File: src/smw_pkg.sv
package smw_pkg;

  // ----------------------------------------------------------------
  // register map
  // ----------------------------------------------------------------
  localparam int ADDR_W = 3;
  localparam logic [ADDR_W-1:0] ADDR_MODE = 3'h0;
  localparam logic [ADDR_W-1:0] ADDR_CFG = 3'h1;
  localparam logic [ADDR_W-1:0] ADDR_INT_STATUS = 3'h2;
  localparam logic [ADDR_W-1:0] ADDR_INT_ENABLE = 3'h3;
  localparam logic [ADDR_W-1:0] ADDR_INT_CLEAR = 3'h4;

  // mode register fields
  localparam int MODE_HL_SEL_BIT = 0;
  localparam int MODE_IDLE_SEL_BIT = 1;
  localparam int MODE_HIGH_RDY_BIT = 2;
  localparam int MODE_LOW_RDY_BIT = 3;
  localparam int MODE_FAST_BIT = 4;
  localparam int MODE_DIV_LSB = 5;
  localparam logic [7:0] MODE_RESET = 8'h03;

  // configuration register fields
  localparam int CFG_KEEP_ON_BIT = 0;
  localparam int CFG_WDOG_BIT = 1;
  localparam int CFG_LVD_BIT = 2;
  localparam int CFG_HS_TYPE_LSB = 3;
  localparam int CFG_SUB_TYPE_BIT = 5;
  localparam logic [7:0] CFG_RESET = 8'h00;

  // oscillator kinds
  localparam logic [1:0] HS_CRYSTAL = 2'h0;
  localparam logic [1:0] HS_EXT_RC = 2'h1;
  localparam logic [1:0] HS_INT_RC = 2'h2;
  localparam logic SUB_CRYSTAL = 1'b0;
  localparam logic SUB_INT_RC = 1'b1;

  // settle counts in oscillator cycles
  localparam int READY_W = 11;
  localparam logic [READY_W-1:0] CRYSTAL_SETTLE = 11'h400;
  localparam logic [READY_W-1:0] RC_SETTLE = 11'h010;
  localparam logic [READY_W-1:0] LOW_RC_SETTLE = 11'h002;

  // divider codes and masks
  localparam logic [2:0] DIV_LOW_A = 3'h0;
  localparam logic [2:0] DIV_LOW_B = 3'h1;
  localparam logic [5:0] PERIPH16_MASK = 6'h0f;
  localparam logic [5:0] PERIPH64_MASK = 6'h3f;

  // interrupt bits
  localparam int INT_W = 4;
  localparam int INT_HIGH_RDY = 0;
  localparam int INT_LOW_RDY = 1;
  localparam int INT_WAKE = 2;
  localparam int INT_SWITCH = 3;

  typedef enum logic [2:0] {
    ST_NORMAL, ST_IDLE_RUN, ST_IDLE_STOP, ST_SLEEP_PART,
    ST_SLEEP_FULL, ST_WAKE_SUB, ST_FAST_RUN, ST_WAKE_WAIT
  } smw_state_t;

  // mask of high-speed counter bits for the divided clock
  function automatic logic [5:0] smw_div_mask(input logic [2:0] sel);
    unique case (sel)
      3'h2: smw_div_mask = 6'h3f;
      3'h3: smw_div_mask = 6'h1f;
      3'h4: smw_div_mask = 6'h0f;
      3'h5: smw_div_mask = 6'h07;
      3'h6: smw_div_mask = 6'h03;
      default: smw_div_mask = 6'h01;
    endcase
  endfunction : smw_div_mask

endpackage : smw_pkg

File: src/smw_osc_watch.sv
`timescale 1ns/10ps
`default_nettype none
module smw_osc_watch
  import smw_pkg::*;
#(
  parameter int CNT_W = READY_W
) (
  input wire logic clk, // system clock
  input wire logic rst, // synchronous reset
  input wire logic osc_pin, // oscillator level from pin
  input wire logic run, // oscillator enabled
  input wire logic [CNT_W-1:0] settle_count, // cycles until stable
  output logic tick, // one pulse per oscillator cycle
  output logic ready // oscillator stable
);

  logic sync1;
  logic sync2;
  logic sync3;
  logic [CNT_W-1:0] count;

  // ----------------------------------------------------------------
  // pin synchroniser
  // ----------------------------------------------------------------
  always_ff @(posedge clk) begin
    if (rst) begin
      sync1 <= 1'b0;
      sync2 <= 1'b0;
      sync3 <= 1'b0;
    end else begin
      sync1 <= osc_pin;
      sync2 <= sync1;
      sync3 <= sync2;
    end
  end

  // rising edge once second stage is high and third stage still low
  assign tick = sync2 & ~sync3 & run;

  // settle counter, cleared while stopped
  always_ff @(posedge clk) begin
    if (rst || !run) begin
      count <= '0;
      ready <= 1'b0;
    end else if (tick && !ready) begin
      count <= count + CNT_W'(1);
      if (count + CNT_W'(1) >= settle_count) begin
        ready <= 1'b1;
      end
    end
  end

endmodule : smw_osc_watch
`default_nettype wire

File: src/smw_ctrl.sv
// Notes on behaviour
// RQ1: low ready flag low in full sleep; rises after 1024 crystal or 2 rc cycles.
// RQ2: fast wake from crystal: raise high ready when stable, then move to crystal.
// RQ3: halt enters idle when idle select is one, sleep when zero.
// RQ4: idle keeps system clock if keep-on set, else stops it with processor.
// RQ5: select clears to divided or low clock per divider select; set gives full rate.
// RQ6: running from low clock stops the high oscillator and its peripheral clocks.
// RQ7: select clear with divider 000 or 001 enters slow mode.
// RQ8: slow mode switch completes only once the low oscillator reports ready.
// RQ9: fast wake runs the system from the sub clock until main oscillator settles.
// RQ10: fast wake only from partial sleep or clock-stopped idle, never full sleep.
// RQ11: crystal fast wake starts within 1~2 sub cycles, runs sub until 1024 cycles.
// RQ12: rc main oscillators wake after 16 cycles, ignoring fast wake enable.
// RQ13: watchdog off leaves low oscillators off, so no fast wake from full sleep; the code stops the sub oscillator only in full sleep.
// RQ14: select set, or divider 010 to 111, returns to normal mode.
// RQ15: sleep is full with watchdog and detector off, partial when either is on.
// RQ16: clock source changes only on a safe edge of old and new clocks.
//
// The strobed register port and the address map were decided locally.
`timescale 1ns/10ps
`default_nettype none
module smw_ctrl
  import smw_pkg::*;
(
  input wire logic clk, // system clock, 125 MHz
  input wire logic rst, // synchronous reset, active high
  input wire logic hs_osc_pin, // high-speed oscillator level
  input wire logic sub_osc_pin, // sub oscillator level
  input wire logic halt_req, // halt instruction pulse
  input wire logic wake_req, // wake-up source pulse
  input wire logic [ADDR_W-1:0] reg_addr, // register address
  input wire logic [7:0] reg_wdata, // register write data
  input wire logic reg_wr, // write strobe
  input wire logic reg_rd, // read strobe
  output logic [7:0] reg_rdata, // read data, cycle after strobe
  output logic sys_clk_en, // system clock enable pulse
  output logic periph_div16_en, // high clock divided by 16
  output logic periph_div64_en, // high clock divided by 64
  output logic cpu_run, // processor may execute
  output logic high_osc_enable, // high-speed oscillator on
  output logic sub_osc_enable, // sub oscillator on
  output logic irq // level interrupt
);

  // ----------------------------------------------------------------
  // declarations
  // ----------------------------------------------------------------
  smw_state_t state;
  smw_state_t next_state;
  logic [2:0] clock_divider_select;
  logic fast_wake_enable;
  logic idle_select;
  logic high_low_clock_select;
  logic idle_clock_keep_on;
  logic watchdog_on;
  logic lvd_on;
  logic [1:0] hs_osc_type;
  logic sub_osc_type;
  logic high_osc_ready_flag;
  logic low_osc_ready_flag;
  logic high_rdy_prev;
  logic low_rdy_prev;
  logic hs_tick;
  logic sub_tick;
  logic [READY_W-1:0] hs_settle;
  logic [READY_W-1:0] sub_settle;
  logic [5:0] hs_div_cnt;
  logic [5:0] div_mask;
  logic div_tick;
  logic hs_path_tick;
  logic slow_req;
  logic src_low;
  logic want_low;
  logic old_seen;
  logic old_tick;
  logic new_tick;
  logic switch_done;
  logic clock_live;
  logic fast_ok;
  logic wake_done;
  logic next_high_osc;
  logic [INT_W-1:0] int_event;
  logic [INT_W-1:0] int_status;
  logic [INT_W-1:0] int_enable;
  logic [INT_W-1:0] int_clear;

  // ----------------------------------------------------------------
  // oscillator watchers
  // ----------------------------------------------------------------
  // settle length follows the oscillator kind
  assign hs_settle = (hs_osc_type == HS_CRYSTAL) ? CRYSTAL_SETTLE : RC_SETTLE;
  assign sub_settle = (sub_osc_type == SUB_CRYSTAL) ? CRYSTAL_SETTLE : LOW_RC_SETTLE;

  smw_osc_watch #(
    .CNT_W(READY_W)
  ) u_hs_watch (
    .clk(clk),
    .rst(rst),
    .osc_pin(hs_osc_pin),
    .run(high_osc_enable),
    .settle_count(hs_settle),
    .tick(hs_tick),
    .ready(high_osc_ready_flag)
  );

  // RQ1 low ready timing
  smw_osc_watch #(
    .CNT_W(READY_W)
  ) u_sub_watch (
    .clk(clk),
    .rst(rst),
    .osc_pin(sub_osc_pin),
    .run(sub_osc_enable),
    .settle_count(sub_settle),
    .tick(sub_tick),
    .ready(low_osc_ready_flag)
  );

  // ----------------------------------------------------------------
  // high-speed divider
  // ----------------------------------------------------------------
  // free count of high-speed cycles
  always_ff @(posedge clk) begin
    if (rst || !high_osc_enable) begin
      hs_div_cnt <= '0;
    end else if (hs_tick) begin
      hs_div_cnt <= hs_div_cnt + 6'h01;
    end
  end

  // RQ5 divided or full rate
  assign div_mask = smw_div_mask(clock_divider_select);
  assign div_tick = hs_tick && ((hs_div_cnt & div_mask) == div_mask);
  assign hs_path_tick = high_low_clock_select ? hs_tick : div_tick;

  // RQ7 slow mode request
  assign slow_req = !high_low_clock_select &&
    (clock_divider_select == DIV_LOW_A || clock_divider_select == DIV_LOW_B);

  // ----------------------------------------------------------------
  // source selection
  // ----------------------------------------------------------------
  assign clock_live = (state == ST_NORMAL) || (state == ST_IDLE_RUN) ||
    (state == ST_FAST_RUN);

  // wanted source; slow and normal targets wait for their ready flag, ST_WAKE_SUB and ST_FAST_RUN force the sub clock
  always_comb begin
    want_low = src_low;
    if (state == ST_WAKE_SUB || state == ST_FAST_RUN) begin
      // RQ9 sub clock while waking
      want_low = 1'b1;
    end else if (slow_req && low_osc_ready_flag) begin
      // RQ8 slow only when ready
      want_low = 1'b1;
    end else if (!slow_req && high_osc_ready_flag) begin
      // RQ14 back to normal
      want_low = 1'b0;
    end
  end

  assign old_tick = src_low ? sub_tick : hs_path_tick;
  assign new_tick = src_low ? hs_path_tick : sub_tick;
  assign switch_done = clock_live && (want_low != src_low) && old_seen && new_tick;

  // RQ16 glitch-free handover
  always_ff @(posedge clk) begin
    if (rst) begin
      src_low <= 1'b0;
      old_seen <= 1'b0;
    end else if (want_low == src_low) begin
      old_seen <= 1'b0;
    end else if (!clock_live) begin
      src_low <= want_low;
      old_seen <= 1'b0;
    end else if (!old_seen) begin
      old_seen <= old_tick;
    end else if (new_tick) begin
      src_low <= want_low;
      old_seen <= 1'b0;
    end
  end

  // ----------------------------------------------------------------
  // operating mode machine
  // ----------------------------------------------------------------
  // RQ11 fast wake needs crystal normal clock
  assign fast_ok = fast_wake_enable && (hs_osc_type == HS_CRYSTAL) && !slow_req;

  always_comb begin
    next_state = state;
    unique case (state)
      ST_NORMAL: begin
        if (halt_req) begin
          // RQ3 idle or sleep
          if (idle_select) begin
            // RQ4 keep-on picks idle kind
            next_state = idle_clock_keep_on ? ST_IDLE_RUN : ST_IDLE_STOP;
          end else begin
            // RQ15 full or partial sleep
            next_state = (watchdog_on || lvd_on) ? ST_SLEEP_PART : ST_SLEEP_FULL;
          end
        end
      end
      ST_IDLE_RUN: begin
        if (wake_req) begin
          next_state = ST_NORMAL;
        end
      end
      ST_IDLE_STOP, ST_SLEEP_PART: begin
        // RQ10 fast wake where sub clock runs
        // RQ12 rc oscillators ignore fast wake
        if (wake_req) begin
          next_state = fast_ok ? ST_WAKE_SUB : ST_WAKE_WAIT;
        end
      end
      ST_SLEEP_FULL: begin
        // RQ13 no fast wake from full sleep
        if (wake_req) begin
          next_state = ST_WAKE_WAIT;
        end
      end
      ST_WAKE_SUB: begin
        // RQ11 wake on sub clock edge
        if (sub_tick) begin
          next_state = ST_FAST_RUN;
        end
      end
      ST_FAST_RUN: begin
        // RQ2 leave fast run when crystal ready
        if (high_osc_ready_flag) begin
          next_state = ST_NORMAL;
        end
      end
      ST_WAKE_WAIT: begin
        if (slow_req ? low_osc_ready_flag : high_osc_ready_flag) begin
          next_state = ST_NORMAL;
        end
      end
    endcase
  end

  always_ff @(posedge clk) begin
    if (rst) begin
      state <= ST_NORMAL;
    end else begin
      state <= next_state;
    end
  end

  assign wake_done = (state == ST_WAKE_WAIT || state == ST_WAKE_SUB ||
    state == ST_IDLE_RUN) && (next_state == ST_NORMAL || next_state == ST_FAST_RUN);

  // ----------------------------------------------------------------
  // oscillator enables
  // ----------------------------------------------------------------
  // RQ6 high oscillator off in slow mode and stopped states
  always_comb begin
    next_high_osc = 1'b1;
    if (next_state == ST_IDLE_STOP || next_state == ST_SLEEP_PART ||
        next_state == ST_SLEEP_FULL) begin
      next_high_osc = 1'b0;
    end else if (src_low && want_low && slow_req && next_state != ST_FAST_RUN &&
        next_state != ST_WAKE_SUB) begin
      next_high_osc = 1'b0;
    end
  end

  always_ff @(posedge clk) begin
    if (rst) begin
      high_osc_enable <= 1'b1;
      sub_osc_enable <= 1'b1;
    end else begin
      high_osc_enable <= next_high_osc;
      // RQ13 sub clock stops only in full sleep
      sub_osc_enable <= (next_state != ST_SLEEP_FULL);
    end
  end

  // ----------------------------------------------------------------
  // clock enables to the system
  // ----------------------------------------------------------------
  // RQ4 system clock only in live states
  always_ff @(posedge clk) begin
    if (rst) begin
      sys_clk_en <= 1'b0;
      cpu_run <= 1'b1;
      periph_div16_en <= 1'b0;
      periph_div64_en <= 1'b0;
    end else begin
      sys_clk_en <= clock_live && old_tick;
      cpu_run <= (next_state == ST_NORMAL) || (next_state == ST_FAST_RUN);
      periph_div16_en <= hs_tick && ((hs_div_cnt & PERIPH16_MASK) == PERIPH16_MASK);
      periph_div64_en <= hs_tick && ((hs_div_cnt & PERIPH64_MASK) == PERIPH64_MASK);
    end
  end

  // ----------------------------------------------------------------
  // register writes
  // ----------------------------------------------------------------
  always_ff @(posedge clk) begin
    if (rst) begin
      high_low_clock_select <= MODE_RESET[MODE_HL_SEL_BIT];
      idle_select <= MODE_RESET[MODE_IDLE_SEL_BIT];
      fast_wake_enable <= MODE_RESET[MODE_FAST_BIT];
      clock_divider_select <= MODE_RESET[MODE_DIV_LSB +: 3];
    end else if (reg_wr && reg_addr == ADDR_MODE) begin
      high_low_clock_select <= reg_wdata[MODE_HL_SEL_BIT];
      idle_select <= reg_wdata[MODE_IDLE_SEL_BIT];
      fast_wake_enable <= reg_wdata[MODE_FAST_BIT];
      clock_divider_select <= reg_wdata[MODE_DIV_LSB +: 3];
    end
  end

  always_ff @(posedge clk) begin
    if (rst) begin
      idle_clock_keep_on <= CFG_RESET[CFG_KEEP_ON_BIT];
      watchdog_on <= CFG_RESET[CFG_WDOG_BIT];
      lvd_on <= CFG_RESET[CFG_LVD_BIT];
      hs_osc_type <= CFG_RESET[CFG_HS_TYPE_LSB +: 2];
      sub_osc_type <= CFG_RESET[CFG_SUB_TYPE_BIT];
    end else if (reg_wr && reg_addr == ADDR_CFG) begin
      idle_clock_keep_on <= reg_wdata[CFG_KEEP_ON_BIT];
      watchdog_on <= reg_wdata[CFG_WDOG_BIT];
      lvd_on <= reg_wdata[CFG_LVD_BIT];
      hs_osc_type <= reg_wdata[CFG_HS_TYPE_LSB +: 2];
      sub_osc_type <= reg_wdata[CFG_SUB_TYPE_BIT];
    end
  end

  // ----------------------------------------------------------------
  // interrupts
  // ----------------------------------------------------------------
  always_ff @(posedge clk) begin
    if (rst) begin
      high_rdy_prev <= 1'b0;
      low_rdy_prev <= 1'b0;
    end else begin
      high_rdy_prev <= high_osc_ready_flag;
      low_rdy_prev <= low_osc_ready_flag;
    end
  end

  always_comb begin
    int_event = '0;
    int_event[INT_HIGH_RDY] = high_osc_ready_flag && !high_rdy_prev;
    int_event[INT_LOW_RDY] = low_osc_ready_flag && !low_rdy_prev;
    int_event[INT_WAKE] = wake_done;
    int_event[INT_SWITCH] = switch_done;
  end

  assign int_clear = (reg_wr && reg_addr == ADDR_INT_CLEAR) ? reg_wdata[INT_W-1:0] : '0;

  // set wins over a clear in the same cycle
  always_ff @(posedge clk) begin
    if (rst) begin
      int_status <= '0;
    end else begin
      int_status <= (int_status & ~int_clear) | int_event;
    end
  end

  always_ff @(posedge clk) begin
    if (rst) begin
      int_enable <= '0;
    end else if (reg_wr && reg_addr == ADDR_INT_ENABLE) begin
      int_enable <= reg_wdata[INT_W-1:0];
    end
  end

  always_ff @(posedge clk) begin
    if (rst) begin
      irq <= 1'b0;
    end else begin
      irq <= |(((int_status & ~int_clear) | int_event) & int_enable);
    end
  end

  // ----------------------------------------------------------------
  // register reads
  // ----------------------------------------------------------------
  always_ff @(posedge clk) begin
    if (rst || !reg_rd) begin
      reg_rdata <= 8'h00;
    end else begin
      unique case (reg_addr)
        ADDR_MODE: reg_rdata <= {clock_divider_select, fast_wake_enable,
          low_osc_ready_flag, high_osc_ready_flag, idle_select, high_low_clock_select};
        ADDR_CFG: reg_rdata <= {2'h0, sub_osc_type, hs_osc_type, lvd_on,
          watchdog_on, idle_clock_keep_on};
        ADDR_INT_STATUS: reg_rdata <= {{(8-INT_W){1'b0}}, int_status};
        ADDR_INT_ENABLE: reg_rdata <= {{(8-INT_W){1'b0}}, int_enable};
        default: reg_rdata <= 8'h00;
      endcase
    end
  end

endmodule : smw_ctrl
`default_nettype wire

File: config.mk
export PLATFORM = sky130hd
export DESIGN_NAME = smw_ctrl
export DESIGN_NICKNAME = d
export VERILOG_FILES = /design/src/smw_pkg.sv /design/src/smw_osc_watch.sv /design/src/smw_ctrl.sv
export SDC_FILE = /design/constraint.sdc
export NUM_CORES = 1
export LEC_CHECK = 0
export ABC_AREA = 0
export BUFFER_PORTS_ARGS = -buffer_cell sky130_fd_sc_hd__buf_2
export CAP_MARGIN = 20
export CORE_UTILIZATION = 25
export DETAILED_ROUTE_END_ITERATION = 10
export GPL_ROUTABILITY_DRIVEN = 0
export GPL_TIMING_DRIVEN = 0
export PLACE_DENSITY_LB_ADDON = 0.25
export SETUP_SLACK_MARGIN = 0.4
export SLEW_MARGIN = 20
export SYNTH_ARGS = -nofsm -noshare
export SYNTH_HDL_FRONTEND = slang
export SYNTH_SLANG_ARGS = --single-unit
File: constraint.sdc
create_clock -name clk -period 6.2 [get_ports clk]
set_input_delay 0.93 -clock clk [delete_from_list [all_inputs] [get_ports clk]]
set_output_delay 0.93 -clock clk [all_outputs]
set_load 0.02 [all_outputs]
Yosys cells after proc, flatten, opt, wreduce, memory -nomap -nowiden:

Index checks and enable logic that the tools add are counted.

* input bits: 19
* register bits after elaboration: 78
* output and inout port bits: 15
* word-level logic and storage cells: 173

* muxes and demuxes: 31
* magnitude comparators: 2
* add/sub/neg operators: 3
* equal/unequal tests: 31
* reductions and logical operators: 58
* bitwise operators: 13

Operator list (count)
* 8-bit case mux with 4 select lines: 1
* 3-bit equality test, second input constant: 10
* 6-bit case mux with 5 select lines: 1
* 3-bit two-way mux: 9
* 1-bit logical AND: 25
* 3-bit by 2-bit equality test with 1-bit output, second input constant: 8
* 11-bit by 1-bit adder with 11-bit output, second input constant: 2
* 11-bit >= comparator: 2
* 11-bit two-way mux: 2
* 3-bit case mux with 7 select lines: 1
* 1-bit two-way mux: 14
* 1-bit logical OR: 13
* 3-bit zero test: 4
* 3-bit by 1-bit equality test with 1-bit output, second input constant: 3
* 1-bit zero test: 9
* 3-bit inequality test, second input constant: 3
* 4-bit AND: 2
* 6-bit by 1-bit adder with 6-bit output, second input constant: 1
* 6-bit AND: 1
* 6-bit equality test: 1
* 6-bit equality test, second input constant: 1
* 1-bit AND: 4
* 4-bit equality test, second input constant: 1
* 2-bit two-way mux: 2
* 13 further kinds: 18

Depth between registers and ports, before layout:

* depth after elaboration: 15
* depth in mapped cells: 9
* depth with buffers taken out: 9

Cells and area by module:

From an unflattened synthesis, not the netlist that was laid out.

* cell total of the unflattened synthesis: 493
* area total of the unflattened synthesis: 4265.3 um^2

Modules (own cells, without submodules)
* smw_ctrl: times used 1, seq. area each 960.9 um^2, cells an instance 247, area an instance 2213.4 um^2
* smw_osc_watch: times used 2, seq. area each 300.3 um^2, cells an instance 123, area an instance 1026.0 um^2

Worst setup path before layout:

Ideal clock, no wire load.

* kind: input -> register
* from: in reg_addr[0]
* to: reg irq
* library setup time: 0.122 ns
* path buffers: 1
* stages on the path: 7
* required time: 6.078 ns
* slack: 3.947 ns
* arrival time: 2.131 ns
* path through: buf_2 -> and4bb_1 -> nand2_1 -> and3_1 -> a31oi_1 -> o21ai_1 -> a221o_1

* cells in the longest elaborated chain, start to end: 8

RTL lines
* from (decl): RTL line smw_ctrl.sv:31 `input wire logic [ADDR_W-1:0] reg_addr,`
* 3-bit equality test: RTL line smw_ctrl.sv:351 `assign int_clear = (reg_wr && reg_addr == ADDR_INT_CLEAR) ? reg_wdata[INT_W-1:0] : '0;`
* 1-bit logical AND: RTL line smw_ctrl.sv:351
* 4-bit two-way mux: RTL line smw_ctrl.sv:351
* 4-bit inverter: RTL line smw_ctrl.sv:374 `irq <= |(((int_status & ~int_clear) | int_event) & int_enable);`
* 4-bit AND: RTL line smw_ctrl.sv:374
* 4-bit OR: RTL line smw_ctrl.sv:374
* 4-bit AND: RTL line smw_ctrl.sv:374
* 4-bit OR reduction: RTL line smw_ctrl.sv:374
* to (signal assigned): RTL line smw_ctrl.sv:374
* to (decl): RTL line smw_ctrl.sv:42 `output logic irq`

No other way between the ends.
A chain may end at the register's enable or synchronous reset.

Worst setup path in the final report:

* from: reg high_low_clock_select
* to: reg irq

* cells in the longest elaborated chain, start to end: 14
* elaborated cells on any way between the ends: 27
* classes of those cells: eq/ne (2); mux (10); bitwise (2); reduce/logical (13)

RTL lines
* from (decl): RTL line smw_ctrl.sv:53 `logic high_low_clock_select;`
* from (signal assigned): RTL line smw_ctrl.sv:302 `high_low_clock_select <= MODE_RESET[MODE_HL_SEL_BIT];`
* from (signal assigned): RTL line smw_ctrl.sv:307 `high_low_clock_select <= reg_wdata[MODE_HL_SEL_BIT];`
* 1-bit zero test *: RTL line smw_ctrl.sv:137 `assign slow_req = !high_low_clock_select &&`
* 1-bit logical AND *: RTL line smw_ctrl.sv:137
* 1-bit zero test: RTL line smw_ctrl.sv:155 `end else if (!slow_req && high_osc_ready_flag) begin`
* 1-bit logical AND: RTL line smw_ctrl.sv:155
* 1-bit two-way mux: RTL line smw_ctrl.sv:155
* 1-bit two-way mux *: RTL line smw_ctrl.sv:152 `end else if (slow_req && low_osc_ready_flag) begin`
* 1-bit two-way mux *: RTL line smw_ctrl.sv:149 `if (state == ST_WAKE_SUB || state == ST_FAST_RUN) begin`
* via want_low: RTL line smw_ctrl.sv:73 `logic want_low;`
* 1-bit inequality test *: RTL line smw_ctrl.sv:163 `assign switch_done = clock_live && (want_low != src_low) && old_seen && new_tick;`
* 1-bit logical AND * (3 in series): RTL line smw_ctrl.sv:163
* 4-bit OR *: RTL line smw_ctrl.sv:374
* 4-bit AND *: RTL line smw_ctrl.sv:374
* 4-bit OR reduction *: RTL line smw_ctrl.sv:374

Mark *: on every way through the listed nets, which the timed path passes. The rest lies on a longest branch.

==> results by group <==
Run status
  – Status: complete, but fails checks
  – Violated checks: DRC

Synth
  – Syn_nets: 458
  – Largest family of logic cells by synthesized area: simple AND/OR/NAND/NOR gates
  – Distinct cells, synth: 57
  – Syn avg cell area: between 8 and 9 um2
  – Post-synthesis xor/xnor area fraction: between 7 and 8%
  – Syn Std Cell Area: between 0.003 and 0.004 mm2
  – Synth Instances: 430
  – Synth Register Bits: just under 80
  – FFs w/ async S/R, synth: 0%
  – Simple logic cell fraction of the synthesized area: approximately a quarter
  – Share of synthesized cell area in full adder, half adder and majority cells: just under 3%
  – Post-synthesis mux area share: 8.19%
  – Ys flop type: dfxtp_1
  – Post-synth EDFFs: 0
  – Synth warn: 0
  – Register area share after synthesis: 40.9%
  – Compound-Gate Fraction of Synth Area: 11.8%

Clocking
  – CTS Buf Count: 9
  – Setup bufs post-CTS: 0
  – H-tree Lvls: 3
  – Root buffer cell: clkbuf_16
  – TritonCTS clock tree: done
  – Max Root-Sink Buffers: 2
  – CTS-repair resized insts: 0
  – Clock latency on the worst-skew pair: 340 ps
  – Clock sinks: 78
  – Worst-path clk slew: 60 ps
  – Cts hold-fix bufs: 0

Layout
  – Layout cells sized above 1: between 10% and 20%
  – Area grow syn2layout: 18.5%
  – Ant. Diodes: 0
  – Multi-input logic area: 0.00214 mm2
  – Utilization after layout: 30.8%
  – Most frequent cells in the layout: dfxtp_1 (78), nor2_1 (54), nand2_1 (39)
  – Sequential Area: 0.00156 mm2
  – Most common cell after layout, fill and taps aside: dfxtp_1
  – Nets: 501
  – Fillers: 1529
  – Final Cell Area: 0.00453 mm2

Timing
  – Final setup fails: 0
  – Max-slew headroom: 54.2%
  – Worst-margin pin slew: 687 ps
  – Worst Slack Setup Final: 3850 ps
  – RSZ-0062 raised after global routing: false
  – Hold Vio Cnt, Final: 0
  – Max frequency: 0.425 GHz
  – Worst Clk Skew: 7.99 ps
  – Slew Viols, Final: 0
  – Tmin final: 2350 ps
  – Final setup TNS: 0 ps
  – Final period util: 37.9%

Detailed routing
  – Via count: 3049
  – DRT Pass-1 Iters: 7
  – Vias per inst: roughly 4.6
  – Initial DRC Count: about 150
  – Detailed-route wire length per cell: 13.5 um
  – Drt drc: 4
  – Routed wire length: 8.96 mm
  – Antenna Nets Post-Route: 0

Die
  – Starting Density: between 20 and 30%
  – # rows: 44
  – IO Count: 34
  – Die area: approximately 0.016 mm2
  – Die Y: ~130 um
  – Chip Width: 126 um
  – Core area: 0.0147 mm2

Placement
  – Buffers added on ports: 32
  – Pre-CTS WS: roughly 3500 ps
  – Dpl hpwl: approximately 6.5 mm
  – Placed cell area: roughly 0.0042 mm2

Power and ir drop
  – Comb power frac: between 10% and 20%
  – Seq pwr share: between 40% and 50%
  – Internal: around 0.00095 W
  – Pwr Density: about 280 mW/mm2
  – Clock power frac: 44.2%
  – Cell leakage power: 1.83 nW
  – Switching Power: around 0.00033 W
  – Sw Ratio: 25.6%
  – Peak VDD IR: 0.138 mV

Flow run
  – Max cap viols: 0

Worst setup path
  – CP Cell Sequence: nor3_2 -> a21oi_1 -> a21oi_1 -> a21o_1 -> ha_1 -> nor3b_2 -> a31oi_1 -> o21ai_1 -> a221o_1
  – Worst path slowest cell: a221o_1
  – Worst setup EP type: register
  – CP arrival: ~2600 ps
  – Crit start category: register
  – Crit path top cell by count: a21oi_1
  – Max incr delay on CP: between 300 and 400 ps
  – Top delay family on crit path: compound AO/OA/AOI/OAI gates
  – CP required: 6420 ps
  – Worst Path Buf+Inv: 0
  – Critical setup path kind: reg2reg
  – Worst Path Max Fanout: 6

Global routing
  – Vias in the first global route: around 2900
  – First-pass GRT wire length: about 15 mm
  – Largest net degree at the start of global routing: 13
  – Gr usage total: between 10% and 20%
  – Grt total ovfl: 0
  – Initial antenna violation count: 0

Worst hold path
  – Hold Crit Class: reg2reg
[stage by stage]
| step | std cells | hold WS (ps) | total power (W) |
|---|---|---|---|
| after global placement | 646 | 419 | 0.000726 |
| after global routing | 662 | 456 | 0.00135 |
| after CTS | 662 | 441 | 0.00130 |
| after detailed placement | 646 | 427 | 0.000729 |
| after floorplan | 430 | 414 | 0.000679 |
| final | 662 | 436 | 0.00128 |
[state kept, by name (all words and copies together) (netlist names), 2 cells and up]
signal / cells
u_sub_watch.count: 11
reg_rdata: 8
u_hs_watch.count: 11
state: 3
int_enable: 4
hs_osc_type: 2
int_status: 4
clock_divider_select: 3
hs_div_cnt: 6
[metal layers]
| layer | share of wire, % | wire (um) | track usage (%) |
|---|---|---|---|
| met5 | 0 | 0 | 0 |
| met1 | 52 | 4630 | 16.2 |
| met4 | 1.4 | 123 | 4.95 |
| met2 | 42 | 3750 | 17.5 |
| met3 | 5.1 | 460 | 3.61 |
[synthesized netlist by cell type, drive strengths merged (3+ instances only)]
| cell | number | share of area [%] |
|---|---|---|
| dfxtp | 78 | 41 |
| nor2 | 58 | 6.0 |
| nand2 | 39 | 3.8 |
| mux2i | 29 | 7.6 |
| xor2 | 25 | 5.7 |
| a21oi | 18 | 2.7 |
| nand3 | 15 | 2.1 |
| o21ai | 13 | 1.7 |
| nor2b | 12 | 2.0 |
| clkbuf | 11 | 1.1 |
| inv | 10 | 0.98 |
| nand4 | 10 | 1.6 |
| and3 | 9 | 1.6 |
| ha | 9 | 2.9 |
| nor3 | 9 | 1.4 |
| and2 | 8 | 1.3 |
| xnor2 | 8 | 1.8 |
| buf | 7 | 0.98 |
| or3 | 7 | 1.1 |
| o22ai | 6 | 0.98 |
| a21o | 4 | 0.79 |
| a31oi | 4 | 1.0 |
| a211oi | 3 | 0.92 |
| nand2b | 3 | 0.69 |
| nand4b | 3 | 0.69 |
| o211ai | 3 | 0.59 |
| or2 | 3 | 0.49 |
[layout make-up]
cell class                      count  area share (%)
Buffer                             18            1.74
Inverter                           10           0.829
Tap cell                          184            5.08
Clock inverter                      4            1.55
Multi-Input combinational cell    324            47.3
Timing Repair Buffer               32            3.54
Sequential cell                    78            34.5
Clock buffer                       12            5.44
[cell families (layout without fill, tap and decap cells)]
logic type	after synthesis	count (layout)
AOI/OAI and AO/OA	64	64
xor gates and xnor gates	33	33
adders and majority gates	9	9
buffers and inverters	28	76
DFF	78	78
muxes	31	31
and+or+nand+nor	187	187
[power groups by stage]
stage | registers, W | clock network [W] | logic, W
4_1_cts | 0.000533 | 0.000584 | 0.000185
6_report | 0.000533 | 0.000566 | 0.000183
3_5_place_dp | 0.000544 | 0 | 0.000184
2_1_floorplan | 0.000547 | 0 | 0.000131
3_3_place_gp | 0.000544 | 0 | 0.000182
5_1_grt | 0.000536 | 0.000609 | 0.000205
[path summary, 6_finish.rpt]
check | start | endpoint | slack [ps] | cells after the start
worst max-delay path | high_low_clock_select | irq | 3850 | 9
worst min-delay path | u_sub_watch.sync1 | u_sub_watch.sync2 | 440 | 1
worst max register to register | high_low_clock_select | irq | 3850 | 9
worst min register to register | u_sub_watch.sync1 | u_sub_watch.sync2 | 440 | 1
(Power assumes the default switching activity.)
